**config.mk**
```make
export PLATFORM = sky130hd
export DESIGN_NAME = smps_seq
export DESIGN_NICKNAME = d
export VERILOG_FILES = /design/src/shared/smps_pkg.sv /design/src/verilog/smps_seq.sv /design/src/verilog/sync2.sv
export SDC_FILE = /design/constraint.sdc
export NUM_CORES = 1
export LEC_CHECK = 0
export ABC_AREA = 1
export BUFFER_PORTS_ARGS = -buffer_cell sky130_fd_sc_hd__buf_2
export CAP_MARGIN = 30
export CORE_ASPECT_RATIO = 1.2
export CORE_MARGIN = 10
export CORE_UTILIZATION = 40
export CTS_CLUSTER_DIAMETER = 200
export DETAILED_ROUTE_END_ITERATION = 16
export PLACE_DENSITY = 0.68
export SLEW_MARGIN = 20
export SYNTH_ARGS = -nofsm -noshare
export SYNTH_HDL_FRONTEND = slang
export SYNTH_HIERARCHICAL = 1
export SYNTH_SLANG_ARGS = --single-unit
```
**constraint.sdc**
```tcl
create_clock -name clk_in -period 6.4 [get_ports clk_in]
set_clock_uncertainty 0.2 [all_clocks]
set_input_delay 1.28 -clock clk_in [delete_from_list [all_inputs] [get_ports clk_in]]
set_output_delay 1.28 -clock clk_in [all_outputs]
set_load 0.03 [all_outputs]
```
**src/shared/smps_pkg.sv**
```systemverilog
// Shared constants for the protection and burst sequencer
package smps_pkg;
	localparam int CLK_NS = 10;
	// ---------------------------------------------------------------
	// Times as specified
	// ---------------------------------------------------------------
	localparam int T_ONMAX_NS = 55000;
	localparam int T_TICK_NS = 1000000;
	localparam int T_RESTART_NS = 800000000;
	localparam int T_BURST_NS = 1250000;
	localparam int T_GAP_NS = 40000;
	localparam int T_PULL_NS = 12500;
	// ---------------------------------------------------------------
	// Derived cycle counts
	// ---------------------------------------------------------------
	localparam int ONMAX_CYC = T_ONMAX_NS / CLK_NS;
	localparam int TICK_CYC = T_TICK_NS / CLK_NS;
	localparam int RESTART_CYC = T_RESTART_NS / CLK_NS;
	localparam int BURST_CYC = T_BURST_NS / CLK_NS;
	localparam int GAP_CYC = T_GAP_NS / CLK_NS;
	localparam int PULL_CYC = T_PULL_NS / CLK_NS;
	localparam logic [1:0] FILT_TICKS = 2'h3;
	localparam logic [5:0] MIN_PULSES = 6'h03;
	localparam logic [5:0] MAX_PULSES = 6'h28;
	// ---------------------------------------------------------------
	// Register map
	// ---------------------------------------------------------------
	localparam logic [3:0] ADDR_CTRL = 4'h0;
	localparam logic [3:0] ADDR_STATUS = 4'h4;
	localparam int CTRL_RUN_BIT = 0;
	localparam logic CTRL_RST = 1'b0;
	localparam logic [1:0] RESP_OKAY = 2'h0;
	localparam logic [1:0] RESP_SLVERR = 2'h2;
	// ---------------------------------------------------------------
	// Sequencer states
	// ---------------------------------------------------------------
	typedef enum logic [2:0] {
		ST_OFF = 3'h0,
		ST_SRC_UP = 3'h1,
		ST_SOFT = 3'h2,
		ST_RUN = 3'h3,
		ST_RESTART = 3'h4,
		ST_LATCH = 3'h5
	} seq_e;
endpackage : smps_pkg

```
**src/verilog/smps_seq.sv**
```systemverilog
// Protection, safe restart, burst and power-down sequencer with AXI4-Lite registers
// Function
// - Protect input below trip level latches off
// - Protect trip needs 2 to 3 ms low
// - Overtemperature stops switching, latches
// - On-time reaching 55 us ends, safe restart
// - Safe restart waits 800 ms idle
// - Restart: brown-in, sources up, soft-start, switch
// - Supply held at start-up after a safe restart or latch until output regulates; not after reset or supply reset
// - Latch keeps supply, never switches
// - Latch or restart enables supply discharge sink
// - Feedback below 0.5 V enters burst
// - Burst trims feedback source; normal ramps back
// - Burst frequency at most 800 Hz, 1250 us, except early start on load step
// - Pulse count tracks power, minimum three
// - Count changes only after half-pulse deviation
// - More than 40 pulses leaves burst
// - Feedback current over stop level ends burst window
// - Burst end pulls feedback low 12.5 us unless opto_lt87_in is high
// - Load step restarts burst early, adds pulses
// - Soft-start charged before every start
// - Power-down: feedback 0 V, burst, low source
// - Power-down blocks protect-input latch
// - Between thresholds, delay counts 1 ms ticks
module smps_seq #(
	parameter int ONMAX_CYC = smps_pkg::ONMAX_CYC,
	parameter int TICK_CYC = smps_pkg::TICK_CYC,
	parameter int RESTART_CYC = smps_pkg::RESTART_CYC,
	parameter int BURST_CYC = smps_pkg::BURST_CYC
) (
	input wire logic clk_in,
	input wire logic rstn_in,
	input wire logic prot_trip_in,
	input wire logic prot_pd_in,
	input wire logic otp_in,
	input wire logic mains_ok_in,
	input wire logic supply_reset_in,
	input wire logic prot_lvl_ok_in,
	input wire logic fb_lvl_ok_in,
	input wire logic ss_done_in,
	input wire logic out_reg_ok_in,
	input wire logic fb_low_in,
	input wire logic opto_lt80_in,
	input wire logic opto_lt87_in,
	input wire logic opto_gt100_in,
	input wire logic fb_stop_in,
	input wire logic pwm_on_in,
	output logic gate_out,
	output logic vcc_startup_out,
	output logic vcc_restart_out,
	output logic discharge_out,
	output logic prot_src_en_out,
	output logic prot_src_low_out,
	output logic fb_src_en_out,
	output logic fb_zero_out,
	output logic fb_pull_out,
	output logic fbv_up_out,
	output logic fbv_fast_out,
	output logic fbv_dn_out,
	output logic ss_charge_out,
	output logic burst_out,
	input wire logic [3:0] s_axi_awaddr,
	input wire logic s_axi_awvalid,
	output logic s_axi_awready,
	input wire logic [31:0] s_axi_wdata,
	input wire logic [3:0] s_axi_wstrb,
	input wire logic s_axi_wvalid,
	output logic s_axi_wready,
	output logic [1:0] s_axi_bresp,
	output logic s_axi_bvalid,
	input wire logic s_axi_bready,
	input wire logic [3:0] s_axi_araddr,
	input wire logic s_axi_arvalid,
	output logic s_axi_arready,
	output logic [31:0] s_axi_rdata,
	output logic [1:0] s_axi_rresp,
	output logic s_axi_rvalid,
	input wire logic s_axi_rready
);
	localparam logic [12:0] ONMAX_LAST = 13'(ONMAX_CYC - 1);
	localparam logic [16:0] TICK_LAST = 17'(TICK_CYC - 1);
	localparam logic [26:0] RESTART_LAST = 27'(RESTART_CYC - 1);
	localparam logic [17:0] BURST_LAST = 18'(BURST_CYC - 1);
	localparam logic [11:0] GAP_LAST = 12'(smps_pkg::GAP_CYC - 1);
	localparam logic [10:0] PULL_LAST = 11'(smps_pkg::PULL_CYC - 1);

	typedef struct packed {
		smps_pkg::seq_e st;
		logic [1:0] filt;
		logic [16:0] tick;
		logic [12:0] oncnt;
		logic [26:0] rcnt;
		logic [17:0] bper;
		logic [11:0] gap;
		logic [10:0] pull;
		logic [5:0] np;
		logic [6:0] calc;
		logic [5:0] pcnt;
		logic burst;
		logic bon;
		logic [2:0] cause;
		logic gate;
		logic vstart;
		logic vrest;
		logic dis;
		logic psrc;
		logic plow;
		logic fsrc;
		logic fzero;
		logic fpull;
		logic vup;
		logic vfast;
		logic vdn;
		logic ss;
		logic run_en;
		logic aw_got;
		logic [3:0] aw_addr;
		logic w_got;
		logic [31:0] w_data;
		logic [3:0] w_strb;
		logic awready;
		logic wready;
		logic bvalid;
		logic [1:0] bresp;
		logic arready;
		logic rvalid;
		logic [31:0] rdata;
		logic [1:0] rresp;
	} state_s;

	state_s s_r;
	state_s s_nxt;
	logic rst_meta_r;
	logic rst_r;
	logic trip_s, pd_s, otp_s, mains_s, sup_rst_s, plvl_s, flvl_s, ssd_s;
	logic reg_s, fbl_s, lt80_s, lt87_s, gt100_s, stop_s;

	// ---------------------------------------------------------------
	// Reset release and input synchronisation
	// ---------------------------------------------------------------
	always_ff @(posedge clk_in or negedge rstn_in) begin
		if (!rstn_in) begin
			rst_meta_r <= 1'b0;
			rst_r <= 1'b0;
		end else begin
			rst_meta_r <= 1'b1;
			rst_r <= rst_meta_r;
		end
	end

	sync2 #(.W(14)) u_sync (
		.clk_in(clk_in),
		.rstn_in(rst_r),
		.d_in({prot_trip_in, prot_pd_in, otp_in, mains_ok_in, supply_reset_in,
			prot_lvl_ok_in, fb_lvl_ok_in, ss_done_in, out_reg_ok_in, fb_low_in,
			opto_lt80_in, opto_lt87_in, opto_gt100_in, fb_stop_in}),
		.q_out({trip_s, pd_s, otp_s, mains_s, sup_rst_s, plvl_s, flvl_s, ssd_s,
			reg_s, fbl_s, lt80_s, lt87_s, gt100_s, stop_s})
	);

	// ---------------------------------------------------------------
	// Next-state logic
	// ---------------------------------------------------------------
	always_comb begin
		logic tick_p;
		logic pulse;
		logic gate_ok;
		logic aw_ok;
		logic ar_ok;
		tick_p = 1'b0;
		pulse = 1'b0;
		gate_ok = 1'b0;
		aw_ok = 1'b0;
		ar_ok = 1'b0;
		s_nxt = s_r;
		// Free-running 1 ms tick for the protect delay
		tick_p = (s_r.tick == TICK_LAST);
		s_nxt.tick = tick_p ? 17'h0 : s_r.tick + 17'h1;
		if (pd_s || !trip_s) begin
			s_nxt.filt = 2'h0;
		end else if (tick_p && s_r.filt != smps_pkg::FILT_TICKS) begin
			s_nxt.filt = s_r.filt + 2'h1;
		end
		s_nxt.oncnt = s_r.gate ? s_r.oncnt + 13'h1 : 13'h0;
		if (s_r.pull != 11'h0) begin
			s_nxt.pull = s_r.pull - 11'h1;
		end
		case (s_r.st)
		smps_pkg::ST_OFF: begin
			s_nxt.burst = 1'b0;
			s_nxt.bon = 1'b0;
			if (s_r.run_en && mains_s) begin
				s_nxt.st = smps_pkg::ST_SRC_UP;
			end
		end
		smps_pkg::ST_SRC_UP: begin
			if (plvl_s && flvl_s) begin
				s_nxt.st = smps_pkg::ST_SOFT;
			end
		end
		smps_pkg::ST_SOFT: begin
			if (ssd_s) begin
				s_nxt.st = smps_pkg::ST_RUN;
				s_nxt.np = smps_pkg::MIN_PULSES;
				s_nxt.calc = {smps_pkg::MIN_PULSES, 1'b0};
			end
		end
		smps_pkg::ST_RUN: begin
			if (reg_s) begin
				s_nxt.vstart = 1'b0;
			end
			if (!s_r.burst && (fbl_s || pd_s)) begin
				s_nxt.burst = 1'b1;
				s_nxt.bon = 1'b1;
				s_nxt.bper = 18'h0;
				s_nxt.pcnt = 6'h0;
				s_nxt.gap = 12'h0;
			end
			if (s_r.burst) begin
				if (s_r.bper != '1) begin
					s_nxt.bper = s_r.bper + 18'h1;
				end
				if (s_r.bon) begin
					pulse = pwm_on_in && !s_r.gate;
					s_nxt.gap = pulse ? 12'h0 : s_r.gap + 12'h1;
					if (pulse) begin
						s_nxt.pcnt = s_r.pcnt + 6'h1;
					end
					if (stop_s || s_r.gap == GAP_LAST || (!s_r.gate && s_r.pcnt >= s_r.np)) begin
						s_nxt.bon = 1'b0;
						s_nxt.pull = lt87_s ? 11'h0 : PULL_LAST;
						s_nxt.fpull = !lt87_s;
						if (s_r.pcnt > smps_pkg::MAX_PULSES && !pd_s) begin
							s_nxt.burst = 1'b0;
						end
					end
				end else if (s_r.pull == 11'h0 && (lt80_s || (s_r.bper >= BURST_LAST && (!fbl_s || pd_s)))) begin
					// early start on load step; late start lengthens period
					s_nxt.bon = 1'b1;
					s_nxt.bper = 18'h0;
					s_nxt.pcnt = 6'h0;
					s_nxt.gap = 12'h0;
					if (s_r.bper < BURST_LAST) begin
						s_nxt.calc = s_r.calc + 7'h1;
					end else if (s_r.bper > BURST_LAST) begin
						s_nxt.calc = s_r.calc - 7'h1;
					end
					if (s_nxt.calc >= {s_r.np, 1'b1} && s_r.np <= smps_pkg::MAX_PULSES) begin
						s_nxt.np = s_r.np + 6'h1;
						s_nxt.calc = {s_r.np + 6'h1, 1'b0};
					end else if (s_nxt.calc >= {s_r.np, 1'b1}) begin
						// Count stops one past the exit limit so it cannot wrap
						s_nxt.calc = {s_r.np, 1'b0};
					end else if (s_nxt.calc < {s_r.np, 1'b0} && s_r.np > smps_pkg::MIN_PULSES) begin
						s_nxt.np = s_r.np - 6'h1;
						s_nxt.calc = {s_r.np - 6'h1, 1'b0};
					end else if (s_nxt.calc < {s_r.np, 1'b0}) begin
						s_nxt.calc = {s_r.np, 1'b0};
					end
				end
			end
		end
		smps_pkg::ST_RESTART: begin
			s_nxt.rcnt = s_r.rcnt + 27'h1;
			if (s_r.rcnt == RESTART_LAST) begin
				s_nxt.st = smps_pkg::ST_OFF;
			end
		end
		smps_pkg::ST_LATCH: begin
			s_nxt.st = smps_pkg::ST_LATCH;
		end
		default: begin
			s_nxt.st = smps_pkg::ST_OFF;
		end
		endcase
		if (s_r.pull == 11'h0 || s_r.pull == 11'h1) begin
			s_nxt.fpull = s_nxt.pull != 11'h0;
		end
		// Protection entry, latch first
		if (s_r.st == smps_pkg::ST_RUN && s_r.gate && s_r.oncnt == ONMAX_LAST) begin
			s_nxt.st = smps_pkg::ST_RESTART;
			s_nxt.cause[2] = 1'b1;
		end
		if ((s_r.st == smps_pkg::ST_SOFT || s_r.st == smps_pkg::ST_RUN)
			&& s_r.filt == smps_pkg::FILT_TICKS && !pd_s) begin
			s_nxt.st = smps_pkg::ST_LATCH;
			s_nxt.cause[0] = 1'b1;
		end
		if (otp_s && s_r.st != smps_pkg::ST_LATCH) begin
			s_nxt.st = smps_pkg::ST_LATCH;
			s_nxt.cause[1] = 1'b1;
		end
		if (s_nxt.st == smps_pkg::ST_RESTART && s_r.st != smps_pkg::ST_RESTART) begin
			s_nxt.rcnt = 27'h0;
		end
		if (sup_rst_s) begin
			s_nxt.st = smps_pkg::ST_OFF;
			s_nxt.cause = 3'h0;
		end
		if (s_nxt.st == smps_pkg::ST_LATCH || s_nxt.st == smps_pkg::ST_RESTART) begin
			s_nxt.vstart = 1'b1;
		end else if (s_nxt.st == smps_pkg::ST_OFF && sup_rst_s) begin
			s_nxt.vstart = 1'b0;
		end
		// Pin drives
		gate_ok = s_nxt.st == smps_pkg::ST_RUN && (!s_nxt.burst || s_nxt.bon);
		s_nxt.gate = pwm_on_in && gate_ok && s_r.st == smps_pkg::ST_RUN
			&& !(s_r.gate && s_r.oncnt == ONMAX_LAST);
		s_nxt.dis = s_nxt.st == smps_pkg::ST_LATCH || s_nxt.st == smps_pkg::ST_RESTART;
		s_nxt.psrc = s_nxt.st == smps_pkg::ST_SRC_UP || s_nxt.st == smps_pkg::ST_SOFT
			|| s_nxt.st == smps_pkg::ST_RUN;
		s_nxt.fsrc = s_nxt.psrc;
		s_nxt.ss = s_nxt.st == smps_pkg::ST_SOFT;
		s_nxt.plow = pd_s;
		s_nxt.fzero = pd_s && s_nxt.psrc;
		s_nxt.vrest = pd_s && s_nxt.st == smps_pkg::ST_RUN;
		s_nxt.vfast = s_nxt.st == smps_pkg::ST_RUN && s_nxt.burst && !pd_s && lt80_s;
		s_nxt.vdn = s_nxt.st == smps_pkg::ST_RUN && s_nxt.burst && !pd_s && gt100_s;
		s_nxt.vup = s_nxt.st == smps_pkg::ST_RUN && !pd_s && !s_nxt.vdn && !s_nxt.vfast;
		// AXI4-Lite write side
		aw_ok = s_axi_awvalid && s_r.awready;
		if (aw_ok) begin
			s_nxt.aw_got = 1'b1;
			s_nxt.aw_addr = s_axi_awaddr;
		end
		if (s_axi_wvalid && s_r.wready) begin
			s_nxt.w_got = 1'b1;
			s_nxt.w_data = s_axi_wdata;
			s_nxt.w_strb = s_axi_wstrb;
		end
		if (s_r.aw_got && s_r.w_got && !s_r.bvalid) begin
			s_nxt.aw_got = 1'b0;
			s_nxt.w_got = 1'b0;
			s_nxt.bvalid = 1'b1;
			s_nxt.bresp = smps_pkg::RESP_SLVERR;
			if (s_r.aw_addr == smps_pkg::ADDR_CTRL) begin
				s_nxt.bresp = smps_pkg::RESP_OKAY;
				if (s_r.w_strb[0]) begin
					s_nxt.run_en = s_r.w_data[smps_pkg::CTRL_RUN_BIT];
				end
			end else if (s_r.aw_addr == smps_pkg::ADDR_STATUS) begin
				s_nxt.bresp = smps_pkg::RESP_OKAY;
			end
		end else if (s_r.bvalid && s_axi_bready) begin
			s_nxt.bvalid = 1'b0;
		end
		s_nxt.awready = !s_nxt.aw_got && !s_nxt.bvalid;
		s_nxt.wready = !s_nxt.w_got && !s_nxt.bvalid;
		// AXI4-Lite read side
		ar_ok = s_axi_arvalid && s_r.arready;
		if (ar_ok) begin
			s_nxt.rvalid = 1'b1;
			s_nxt.rresp = smps_pkg::RESP_OKAY;
			s_nxt.rdata = 32'h0;
			if (s_axi_araddr == smps_pkg::ADDR_CTRL) begin
				s_nxt.rdata[smps_pkg::CTRL_RUN_BIT] = s_r.run_en;
			end else if (s_axi_araddr == smps_pkg::ADDR_STATUS) begin
				s_nxt.rdata[15:0] = {s_r.np, s_r.cause, pd_s, s_r.bon, s_r.burst, 1'b0, s_r.st};
			end else begin
				s_nxt.rresp = smps_pkg::RESP_SLVERR;
			end
		end else if (s_r.rvalid && s_axi_rready) begin
			s_nxt.rvalid = 1'b0;
		end
		s_nxt.arready = !s_nxt.rvalid;
	end

	always_ff @(posedge clk_in or negedge rst_r) begin
		if (!rst_r) begin
			s_r <= '0;
			s_r.st <= smps_pkg::ST_OFF;
			s_r.np <= smps_pkg::MIN_PULSES;
			s_r.calc <= {smps_pkg::MIN_PULSES, 1'b0};
			s_r.run_en <= smps_pkg::CTRL_RST;
		end else begin
			s_r <= s_nxt;
		end
	end

	// ---------------------------------------------------------------
	// Outputs
	// ---------------------------------------------------------------
	assign gate_out = s_r.gate;
	assign vcc_startup_out = s_r.vstart;
	assign vcc_restart_out = s_r.vrest;
	assign discharge_out = s_r.dis;
	assign prot_src_en_out = s_r.psrc;
	assign prot_src_low_out = s_r.plow;
	assign fb_src_en_out = s_r.fsrc;
	assign fb_zero_out = s_r.fzero;
	assign fb_pull_out = s_r.fpull;
	assign fbv_up_out = s_r.vup;
	assign fbv_fast_out = s_r.vfast;
	assign fbv_dn_out = s_r.vdn;
	assign ss_charge_out = s_r.ss;
	assign burst_out = s_r.burst;
	assign s_axi_awready = s_r.awready;
	assign s_axi_wready = s_r.wready;
	assign s_axi_bvalid = s_r.bvalid;
	assign s_axi_bresp = s_r.bresp;
	assign s_axi_arready = s_r.arready;
	assign s_axi_rvalid = s_r.rvalid;
	assign s_axi_rdata = s_r.rdata;
	assign s_axi_rresp = s_r.rresp;

	// ---------------------------------------------------------------
	// Checks
	// ---------------------------------------------------------------
	AST_OTP_LATCH: assert property (@(posedge clk_in) disable iff (!rst_r)
		otp_s && !sup_rst_s |=> s_r.st == smps_pkg::ST_LATCH && !s_r.gate)
		else $error("overtemperature did not latch");
	AST_ONTIME: assert property (@(posedge clk_in) disable iff (!rst_r)
		s_r.gate && s_r.oncnt == ONMAX_LAST |=> !s_r.gate)
		else $error("gate on-time exceeded limit");
	AST_LATCH_HOLD: assert property (@(posedge clk_in) disable iff (!rst_r)
		s_r.st == smps_pkg::ST_LATCH && !sup_rst_s |=> s_r.st == smps_pkg::ST_LATCH && !gate_out)
		else $error("latch released without supply reset");
	AST_DISCHARGE: assert property (@(posedge clk_in) disable iff (!rst_r)
		$rose(s_r.st == smps_pkg::ST_LATCH) |-> discharge_out && vcc_startup_out)
		else $error("discharge sink not enabled in latch");
	AST_PULL_SKIP: assert property (@(posedge clk_in) disable iff (!rst_r)
		$fell(s_r.bon) && s_r.burst && $past(lt87_s) |-> !fb_pull_out)
		else $error("feedback pull-down not skipped");
	AST_STOP_END: assert property (@(posedge clk_in) disable iff (!rst_r)
		s_r.st == smps_pkg::ST_RUN && s_r.burst && s_r.bon && stop_s |=> !s_r.bon)
		else $error("burst window not ended by stop level");
	AST_PD_BLOCK: assert property (@(posedge clk_in) disable iff (!rst_r)
		pd_s |=> s_r.filt == 2'h0)
		else $error("protect delay counted in power-down");
	AST_MIN_PULSES: assert property (@(posedge clk_in) disable iff (!rst_r)
		s_r.np >= smps_pkg::MIN_PULSES)
		else $error("burst pulse count below minimum");
	AST_SS_FIRST: assert property (@(posedge clk_in) disable iff (!rst_r)
		$rose(s_r.st == smps_pkg::ST_RUN) |-> $past(ss_charge_out))
		else $error("switching started without soft-start");
	AST_SUP_RST: assert property (@(posedge clk_in) disable iff (!rst_r)
		sup_rst_s |=> s_r.st == smps_pkg::ST_OFF ##1 !gate_out)
		else $error("supply reset did not clear sequencer");
endmodule : smps_seq

```
**src/verilog/sync2.sv**
```systemverilog
// Two-stage synchroniser for a group of asynchronous levels
module sync2 #(
	parameter int W = 1
) (
	input wire logic clk_in,
	input wire logic rstn_in,
	input wire logic [W-1:0] d_in,
	output logic [W-1:0] q_out
);
	logic [W-1:0] meta_r;

	always_ff @(posedge clk_in or negedge rstn_in) begin
		if (!rstn_in) begin
			meta_r <= '0;
			q_out <= '0;
		end else begin
			meta_r <= d_in;
			q_out <= meta_r;
		end
	end
endmodule : sync2

```
==> results.txt, run 1 <==
- In the post-route analysis, the smallest setup slack over all paths is around 2.6 ns.
- The number of endpoints with negative hold slack in the final report came to 0.
- The run finished with clean final reports.
- In the global route stage, overall resource usage came out at 15.4%.
- Number of remaining DRC errors: 0
* Worst Max-Slew Pin Slew: ~0.63 ns
- The routed layout has just over 9000 vias.
- The clock passes through at most 2 buffers.
- For the worst setup path, the data required time is about 6.6 ns.
- Number of global-route vias before repair: ~8900
- VDD sags by at most 197 uV.
- Placement-stage worst setup slack: 2.68 ns
- Once the clock tree was built, the resizer swapped 0 gates to a different size.
* Critical path data arrival time: around 4 ns
- Synthesis handed over a netlist of between 1000 and 1500 instances.
- The H-tree was split into 4 levels.
- Post-synth cell types: between 50 and 60
* DIE HEIGHT: approximately 200 um
- Ratio of routed vias to standard cells: 5.15
* Relative area change from synthesis to final layout: 10.2%
- Remaining global-route overflow: 0
* CTS hold repair buffers: 0
- The clock net in this run drives a total of 200 sinks.
- Power per cell area: between 200 and 300 nW/um^2
- The critical path goes through inv_2, nand2_2, nor2_4, a21oi_2, nand2_2, o21ai_0, nand2_1, o21ai_0, inv_1, ha_1, nand2_1, nor2_1, nand2_1, nand2_1, inv_1, nand2_1, nand2_1, nand3_1, nand3_4, inv_2, nand2_1, nand2_1.
* Maximum operating frequency: 0.265 GHz
- In the synthesized netlist the dominant register cell turns out to be sky130_fd_sc_hd__dfrtp_1.
* Max capacitance violation total: 0
* 1st-iter DRT viols: 614
- The initial antenna violation count is 0.
- Counting flops with a built-in enable in the synthesized netlist gives 0.
- After detailed placement, the design holds a cell count of roughly 1800.
- Capturing element type of the critical path: register
- Post-CTS timing repair inserted 0 buffers for setup.
* Total CTS buffers: 17
- The tree is rooted in a sky130_fd_sc_hd__clkbuf_16.
* Placement Cell Area: approximately 12000 sq um
* Layout Utilization: approximately 45%
- After routing the design area is 12300 sq um.
* Async set or reset register ratio after synthesis: 100%
* Sum of negative setup slack: 0 ns
- 0 antenna diodes ended up in the layout.
- The die covers roughly 35000 sq um.
* Beginning of the worst register-to-register path: s_r[161]
* CP max-delay cell: sky130_fd_sc_hd__dfrtp_1
- WS Path Type: register to register
* Leading cell type by number of instances after synthesis: sky130_fd_sc_hd__nand2_1
* Standard-cell row count: 66
- From left edge to right edge, the die measures ~170 um.
- Post-synthesis average cell area: about 8 sq um
- Setup repair after global routing missed its margin: false
- Max-slew violations: 0
- Count of yosys warnings during synthesis: 6
- Worst min-delay path category: register to asynchronous set/reset pin
* Global-route wire length before repair: 44000 um
* Shortest period the worst path allows: 3.78 ns
* Final period util: between 50% and 60%
- Fill cells in the final layout number 2704.
- Measured in cells, the most critical reg-to-reg path has a length of 22.
- Setup violations remaining at the end of the flow were counted as 0.
- Number of optimization iterations in the first detailed-route pass: 5
- Cell types occupying the most area after synthesis: sky130_fd_sc_hd__dfrtp_1, sky130_fd_sc_hd__nand2_1, sky130_fd_sc_hd__inv_1, sky130_fd_sc_hd__nand3_1, sky130_fd_sc_hd__nor2_1
* Sum of net half-perimeters after detailed placement: 19300 um
- The synthesized design spends more area on one cell type than any other, namely sky130_fd_sc_hd__dfrtp_1.
- Number of nets with antenna violations after detailed routing: 0
- The finished layout holds around 1800 standard cells, fillers aside.
- Cell types with the highest counts after synthesis: sky130_fd_sc_hd__nand2_1, sky130_fd_sc_hd__dfrtp_1, sky130_fd_sc_hd__inv_1
- Port-buffer cells: 67
- TritonCTS clock tree: done
- Maximum number of pins on one net before global-route repair: 78
- 121 I/O pins were placed.
* Clock transition at path regs: about 0.080 ns
- Worst stage delay on the critical path: 0.48 ns
* NumNets Final: about 1500
- Clock latency on the worst-skew pair: approximately 0.45 ns
* Final total power: around 3.3 mW
- Core outline area: 27300 sq um
- Leakage component of the power: between 5 and 6 nW
- Dividing the detail-routed wire length by the instance count gives between 10 and 15 um.
* Syn Std Cell Area: roughly 11000 sq um
- Reg2reg setup slack: roughly 2.6 ns
* Final Hold Slack: between 0.1 and 0.15 ns
- In this run the tightest slew margin relative to its limit is approximately 60%.
* Worst r2r dst: s_r[118]
- The initial utilization of the core area, before any placement, comes to about two fifths.
- In this run the worst path has a maximum fanout of 11.
- For this run, the register share of the synthesized area comes to between 40% and 50%.
- Post-synthesis register bit count: 200
- Post-detailed-routing wire length: 26300 um
* Top-area cell type share of the netlist area: 44.1%
* Share of final-layout standard cells stronger than drive strength 1: between 10 and 15%
- By instance count, the cell type seen most on the critical path is sky130_fd_sc_hd__nand2_1.
- CP startpoint kind: register
- The congestion estimate from routability-driven global placement came to 0.948.
area by class of cell:
cell class	instances	area, sq um	share of cell area, %
multi-input cells	955	4980	40.7
clock buffers	17	425	3.47
flip-flops and latches	200	5010	40.9
well taps	340	425	3.47
repair buffers	72	433	3.53
inverters	206	776	6.33
clock inverters	15	201	1.64
worst max-delay path, delay by kind of cell (launching register included):
kind	cells	cell delay, ns
buf+inv	4	0.33
simple gates	14	1.72
fa+ha+maj	1	0.28
compound gates	3	0.69
flops	1	0.48
flip-flops by register name (all words and copies together) (netlist names), 14 cells and up:
register,count
s_axi_rdata,15
s_r,135
u_sync/q_out,14
u_sync/meta_r,14
worst max-delay path by stage:
stage | from | end | slack (ns) | depth (start not counted)
global placement | s_r[161] | s_r[118] | 2.73 | 22
floorplan | rst_r | burst_out | 0.22 | 0
CTS | s_r[161] | s_r[115] | 2.66 | 22
finish | s_r[161] | s_r[118] | 2.62 | 22
detailed placement | s_r[161] | s_r[118] | 2.68 | 22
global route | s_r[161] | s_r[111] | 2.28 | 21
power by group:
part / internal, mW / total [mW] / switching, mW
registers: 1.39 / 1.49 / 0.103
logic: 0.215 / 0.665 / 0.450
clock network: 0.546 / 1.13 / 0.585
routing by layer:
layer,global-route usage (%),part of all wire [%],vias up
li1,-,-,4630
met1,18.6,43,4442
met2,26.5,51,179
met3,2.68,3.4,44
met4,6.01,2.7,0
met5,0,0,-
cell usage in the layout, fill, tap and decap left out, types with 5 or more instances in the layout:
cell / count
sky130_fd_sc_hd__ha_1: 29
sky130_fd_sc_hd__o22ai_1: 14
sky130_fd_sc_hd__nand3_1: 101
sky130_fd_sc_hd__conb_1: 20
sky130_fd_sc_hd__o21ai_0: 86
sky130_fd_sc_hd__xor2_1: 31
sky130_fd_sc_hd__dfrtp_1: 195
sky130_fd_sc_hd__buf_2: 67
sky130_fd_sc_hd__nand2_2: 10
sky130_fd_sc_hd__nor3_1: 44
sky130_fd_sc_hd__nand3_4: 5
sky130_fd_sc_hd__clkbuf_16: 17
sky130_fd_sc_hd__nand2_1: 288
sky130_fd_sc_hd__xnor2_1: 6
sky130_fd_sc_hd__inv_1: 193
sky130_fd_sc_hd__nor2_1: 132
sky130_fd_sc_hd__nand2_4: 5
sky130_fd_sc_hd__a31oi_1: 5
sky130_fd_sc_hd__o21ai_1: 23
sky130_fd_sc_hd__nand4_1: 30
sky130_fd_sc_hd__inv_2: 11
sky130_fd_sc_hd__nor4_1: 11
sky130_fd_sc_hd__nor2_4: 5
sky130_fd_sc_hd__a21oi_1: 58
sky130_fd_sc_hd__o211ai_1: 7
cells by family after synthesis:
family                   share of synthesized area (%)
multiplexers                                     0.101
buffers and inverters                             10.8
XOR/XNOR                                          2.91
adder cells (fa/ha/maj)                           3.26
other                                           0.0675
flip-flops                                        45.0
AO/OA/AOI/OAI                                     11.2
AND/OR/NAND/NOR                                   26.7
Note: power is estimated with default switching activity, not from simulation.
==> inputs of run 2 (changes only) <==
Settings changed: PLACE_DENSITY 0.68 to 0.66.
Clock period 6.4 ns to 3.6 ns, I/O delays scaled along.
==> results.txt, run 2 (same netlist as run 1, synthesis figures left out) <==
* Layout Utilization: between 40 and 50%
- Switching portion of total power: 33.8%
- At the placement stage, the worst setup path has a slack of roughly 0.23 ns.
- Shortest period the worst path allows: around 3.3 ns
- For this run, design rule violations remaining after detail routing come to 0.
- Setup slack on the critical path of the routed design comes to slightly above 0.3 ns.
- Setup violation total in the final timing report: 0
- In this run the horizontal extent of the chip is around 170 um.
* CTS Sinks: 200
- In this run the cell area measured after placement is roughly 12000 sq um.
* Worst IR drop on VDD: around 370 uV
* Number of optimization iterations in the first detailed-route pass: 5
- Total track usage: 15.4%
- The H-tree generated during clock tree synthesis spans 4 levels.
- Capturing element type of the critical path: register
- DIE HEIGHT: around 200 um
- The slowest stage of the critical path is the sky130_fd_sc_hd__dfrtp_1 cell.
- Measured against its own limit, the worst slew margin works out to between 40% and 50%.
- Count of vias placed by the detailed router: approximately 9300
* Number of global-route vias before repair: 8924
- Placed Cells: 1783
- The run finished with clean final reports.
- Input and output buffers added on the ports amount to 67.
- Starting Density: approximately 40%
* Max capacitance violation total: 0
- Number of flip-flops in the largest register: approximately 140
* Clock latency on the worst-skew pair: 0.45 ns
* Total CTS buffers: 17
- Routability-driven placement finished with a final weighted congestion of a little over 0.9.
* Full die area: about 35000 sq um
* WS Path Type: register to register
- At the pin with the least slew margin, the transition time is ~0.8 ns.
- TritonCTS built the clock tree.
* Clock transition at path regs: approximately 0.070 ns
* Worst min-delay path category: register to register
* Maximum operating frequency: 0.304 GHz
* Post-route cell area: roughly 12000 sq um
- Worst stage delay on the critical path: 0.39 ns
- Relative area change from synthesis to final layout: 10.5%
- Ratio of routed vias to standard cells: approximately 5.1
- Flop pwr share: a little under half
* Ant. Diodes: 0
* Boundary pin count: 121
* Routed length per instance: around 15 um
- The detailed router finished its first iteration with 772 violations.
- Filler Cell Count: 2716
- Final period util: around nine tenths
- Core outline area: 27300 sq um
* Top fanout value on the critical path: 10
- Clock buffer depth: 2
* Sum of net half-perimeters after detailed placement: roughly 20000 um
* Power per cell area: 467 nW/um^2
- Leaving out filler cells and counting taps, the final layout contains between 1500 and 2000.
- Summed over all layers, the global routing overflow is 0.
* Share of final-layout standard cells stronger than drive strength 1: between 10% and 20%
- CP startpoint kind: register
- For the worst setup path, the data required time is approximately 3.7 ns.
* Leakage component of the power: between 5 and 6 nW
* Clock root buffer: sky130_fd_sc_hd__clkbuf_16
* Top register by number of flip-flops: s_r
* Critical path data arrival time: 3.43 ns
* Standard-cell row count: 66
- After the last flow step, the layout net total stands at 1560.
- Maximum number of pins on one net before global-route repair: about 60
* Fraction of power consumed by combinational cells: about a fifth
- P_int: around 3.8 mW
* Post-detailed-routing wire length: approximately 26000 um
* Number of antenna violations at the first check in global routing: 0
- Most frequent cell on the critical path: sky130_fd_sc_hd__nand2_1
* Endpoints failing hold: 0
- Number of nets with antenna violations after detailed routing: 0
* Global-route wire length before repair: around 44000 um
- Critical-path cell list: nor2_1, nand2_1, nand2_1, nand3_1, nand2_2, nand3_4, o21ai_0, inv_1, ha_1, nand2_1, nor2_2, nand2_1, inv_1, nand2_1, nand2_1, buf_4, nand3_1, nand3_4, inv_2, nand2_1, nand2_1
- Max-slew violations: 0
* Share of total power in the clock network: 32.8%
- In the layout the commonest cells are sky130_fd_sc_hd__nand2_1, sky130_fd_sc_hd__dfrtp_1, sky130_fd_sc_hd__inv_1.
- Sw Pwr: 1.94 mW
- Leading cell type in the layout, fill and taps excluded: sky130_fd_sc_hd__nand2_1
* Final total power: 5.75 mW
run 2: cell types whose count changed in the layout (fill, tap and decap cells not counted), sizes merged:
| cell | change |
|---|---|
| clkinvlp | +3 |
| buf | +12 |
| inv | -2 |
| clkinv | -1 |
| dlygate4sd3 | +1 |
run 2: timing repair:
| action | in CTS | in global routing |
|---|---|---|
| setup endpoints to repair | 0 | 11 |
| gates resized for setup | 0 | 7 |
| endpoints found under the hold margin | 2 | 0 |
| hold buffers | 1 | 0 |
| setup buffers | 0 | 2 |
run 2: layer usage:
layer	global-route usage (%)	routed length, um
met1	19.0	11600
met2	26.6	13300
met3	2.68	969
met4	5.06	565
met5	0	0
run 2: final timing paths:
kind	depth (start not counted)	start	slack, ns	end
setup / recovery	21	s_r[148]	0.31	s_r[118]
setup reg to reg	21	s_r[148]	0.31	s_r[118]
hold / removal	0	u_sync/meta_r[13]	0.15	u_sync/q_out[13]
max in group asynchronous	1	rst_r	2.09	s_axi_bvalid
hold reg to reg	0	u_sync/meta_r[13]	0.15	u_sync/q_out[13]
min in group asynchronous	0	rst_r	0.22	u_sync/meta_r[1]
run 2: area by class of cell:
class / count / area, sq um / share of cell area, %
Tap cell: 340 / 425 / 3.46
Clock inverter: 15 / 150 / 1.22
Multi-Input combinational cell: 955 / 5010 / 40.7
Timing Repair Buffer: 85 / 498 / 4.05
Clock buffer: 17 / 425 / 3.46
Inverter: 206 / 776 / 6.31
Sequential cell: 200 / 5010 / 40.8
run 2: worst max-delay path: cells and delay by family (launching register included):
family / cells / cell delay, ns
buffers and inverters: 4 / 0.39
AND/OR/NAND/NOR: 15 / 1.59
AO/OA/AOI/OAI: 1 / 0.33
adder cells (fa/ha/maj): 1 / 0.28
flip-flops: 1 / 0.39
run 2: power groups by stage:
| stage | Clock [mW] | Combinational (mW) | Sequential, mW |
|---|---|---|---|
| floorplan | 0 | 0.889 | 2.70 |
| global placement | 0 | 1.17 | 2.68 |
| detailed placement | 0 | 1.19 | 2.68 |
| CTS | 1.93 | 1.20 | 2.64 |
| global route | 2.02 | 1.40 | 2.67 |
| finish | 1.88 | 1.22 | 2.64 |
run 2: per-stage QoR:
| step | setup TNS (ns) | hold WS [ns] |
|---|---|---|
| floorplan | 0 | 0.131 |
| global placement | 0 | 0.132 |
| detailed placement | 0 | 0.135 |
| CTS | 0 | 0.152 |
| global route | -0.00803 | 0.152 |
| finish | 0 | 0.149 |
==> inputs of run 3 (changes only) <==
Settings changed: CORE_MARGIN 10 to 2.
==> results.txt, run 3 (same netlist as run 1, synthesis figures left out) <==
- Worst endpoint required time: between 3 and 4 ns
- Clock buffer depth: 2
* Number of flip-flops in the largest register: 135
- Filler Cell Count: approximately 2700
* Relative area change from synthesis to final layout: 11.3%
- Top register by number of flip-flops: s_r
- TritonCTS created 17 clock buffers.
- The die is roughly 160 um wide.
- In the final routing, the length of wire on met1 measures roughly 11000 um.
- The first global-routing pass estimated roughly 44000 um of wire.
* Boundary pin count: around 120
- Ant. Diodes: 0
- Port-buffer cells: between 60 and 70
- WS Path Type: register to register
- The worst path in the final design needs a cycle of between 3 and 4 ns, including I/O delays and setup.
* Sum of negative setup slack: 0 ns
- For this configuration, the core starts out at a cell density of ~41%.
- Ratio of routed vias to standard cells: just over 5
- The analysis attributes to net switching a power of around 1.9 mW.
- Number of optimization iterations in the first detailed-route pass: 7
- Final weighted congestion in routability-driven placement: 0.890
- The clock network burns 35.9% of the power.
- Routed length per instance: about 14 um
- The library cell used most frequently in the layout, excluding fill and tap cells, is sky130_fd_sc_hd__nand2_1.
- Standard-cell row count: 66
* Fraction of power consumed by combinational cells: between 20% and 30%
* Sum of net half-perimeters after detailed placement: 18900 um
- The highest metal layer carrying signal wires in the routed design is met4.
- In the final layout, the share of cells above drive strength 1 is approximately an eighth.
- Setup violation total in the final timing report: 0
* DIE HEIGHT: roughly 190 um
- Critical path data arrival time: approximately 3.5 ns
- Endpoints failing hold: 0
- Footprint of the multi-input gates: around 5000 sq um
- The flow ran to the end, and the final reports show no timing, DRC or antenna violations.
* Capturing element type of the critical path: register
* Headroom to the max-slew limit: 59.3%
* Maximum number of pins on one net before global-route repair: just over 70
* P_int: slightly above 4 mW
* Placement Cell Area: between 10000 and 15000 sq um
* Post-detailed-routing wire length: about 26000 um
- The cell sitting at the root of the clock tree is a sky130_fd_sc_hd__clkbuf_16.
- Wire segments on met3 add up to roughly 850 um in the final route.
- The max-slew violation count is 0.
* Maximum operating frequency: between 0.3 and 0.4 GHz
- Total track usage: 18.3%
- Commonest non-fill, non-tap cells in the layout: sky130_fd_sc_hd__nand2_1, sky130_fd_sc_hd__dfrtp_1, sky130_fd_sc_hd__inv_1
* Top fanout value on the critical path: 10
* Flop pwr share: a little over two fifths
- Across the VDD grid, the largest voltage drop is 345 uV.
* Area occupied by registers: between 5000 and 6000 sq um
- Number of antenna violations at the first check in global routing: 0
- Final total power: 6.02 mW
* Number of nets with antenna violations after detailed routing: 0
- Number of global-route vias before repair: roughly 9000
- Power per cell area: 486 nW/um^2
* CP startpoint kind: register
- Remaining global-route overflow: 0
- CTS Sinks: 200
- Switching portion of total power: about a third
- Clock transition at path regs: 0.08 ns
- At the end of the flow, the number of nets in the layout was about 1600.
* Clock latency on the worst-skew pair: approximately 0.45 ns
- Final period util: 92.1%
* 1st-iter DRT viols: roughly 470
* Full die area: slightly below 30000 sq um
- The core region is 27300 sq um.
- Post-route cell area: about 12000 sq um
- At the pin with the least slew margin, the transition time is 0.610 ns.
* Max capacitance violation total: 0
- Count of vias placed by the detailed router: between 9000 and 10000
* Met2 wire len: approximately 13000 um
- Worst min-delay path category: register to asynchronous set/reset pin
- TritonCTS built the clock tree.
* H-Tree Level Count: 4
- In this run the static leakage power is roughly 6.0 nW.
- Number of remaining DRC errors: 0
[run 3: changes by cell type in the layout (fill, tap and decap cells not counted), moves of 2 or more]
cell and delta:
sky130_fd_sc_hd__bufinv_16 +5, sky130_fd_sc_hd__clkinv_8 -2, sky130_fd_sc_hd__clkinvlp_4 -3, sky130_fd_sc_hd__buf_4 -2, sky130_fd_sc_hd__a21oi_2 +2, sky130_fd_sc_hd__inv_8 -3
[run 3: metal layers]
metal,up-vias,track usage (%)
met1,4396,23.7
met4,0,5.86
met5,-,0
li1,4648,-
met3,37,2.76
met2,176,31.5
[run 3: critical path, stage by stage (launching register included)]
cell,delay (ns)
sky130_fd_sc_hd__dfstp_2,0.59
sky130_fd_sc_hd__inv_1,0.08
sky130_fd_sc_hd__ha_1,0.23
sky130_fd_sc_hd__nand2_1,0.10
sky130_fd_sc_hd__xor2_1,0.14
sky130_fd_sc_hd__nand2_1,0.06
sky130_fd_sc_hd__o21ai_0,0.07
sky130_fd_sc_hd__nand2_1,0.06
sky130_fd_sc_hd__o21ai_1,0.15
sky130_fd_sc_hd__inv_1,0.07
sky130_fd_sc_hd__ha_1,0.30
sky130_fd_sc_hd__a21oi_1,0.15
sky130_fd_sc_hd__o21a_1,0.15
sky130_fd_sc_hd__nand2_1,0.05
sky130_fd_sc_hd__inv_1,0.06
sky130_fd_sc_hd__nand2_1,0.09
sky130_fd_sc_hd__buf_4,0.18
sky130_fd_sc_hd__inv_1,0.12
sky130_fd_sc_hd__o21ai_0,0.10
sky130_fd_sc_hd__nor2_1,0.10
sky130_fd_sc_hd__nor2_1,0.04
sky130_fd_sc_hd__nand2_1,0.07
sky130_fd_sc_hd__nand2_1,0.05
[run 3: cell type report]
cell class | count | share of cell area, %
clock buffer | 17 | 3.43
clock inverter | 15 | 1.89
inverter | 206 | 6.26
multi-input combinational | 955 | 40.4
sequential | 200 | 40.5
tap | 340 | 3.43
timing repair buffer | 84 | 4.12
[run 3: worst paths after layout]
check                            startpoint               to  slack [ns]  cells past startpoint
max                                s_r[109]         s_r[111]        0.28                     22
min                                   rst_r         s_r[207]       0.005                      0
max reg2reg                        s_r[109]         s_r[111]        0.28                     22
min reg2reg                           rst_r         s_r[207]       0.005                      0
max in group asynchronous             rst_r         s_r[188]        2.34                      2
min in group clk_in        u_sync/meta_r[1]  u_sync/q_out[1]        0.15                      0
[run 3: power groups by stage]
stage               Sequential [mW]  Combinational, mW  Clock (mW)
floorplan                      2.70              0.889           0
global placement               2.68               1.17           0
detailed placement             2.69               1.19           0
CTS                            2.65               1.20        2.20
global route                   2.67               1.40        2.30
finish                         2.64               1.22        2.16
[run 3: what timing repair did]
item,4_1_cts,5_1_grt
hold buffers,1,0
buffers inserted,0,3
endpoints found under the setup margin,0,12
resized for setup,0,6
endpoints found under the hold margin,2,0
[run 3: per-stage QoR]
step                worst slack [ns]  cells  hold slack, ns  util (%)
global placement               0.211   1780           0.134      42.8
global route                 -0.0101   1817          0.0229      45.5
finish                         0.283   1817         0.00464      45.5
CTS                            0.198   1813           0.152      45.2
detailed placement             0.192   1780           0.135      42.8
floorplan                      0.109   1424           0.131         -
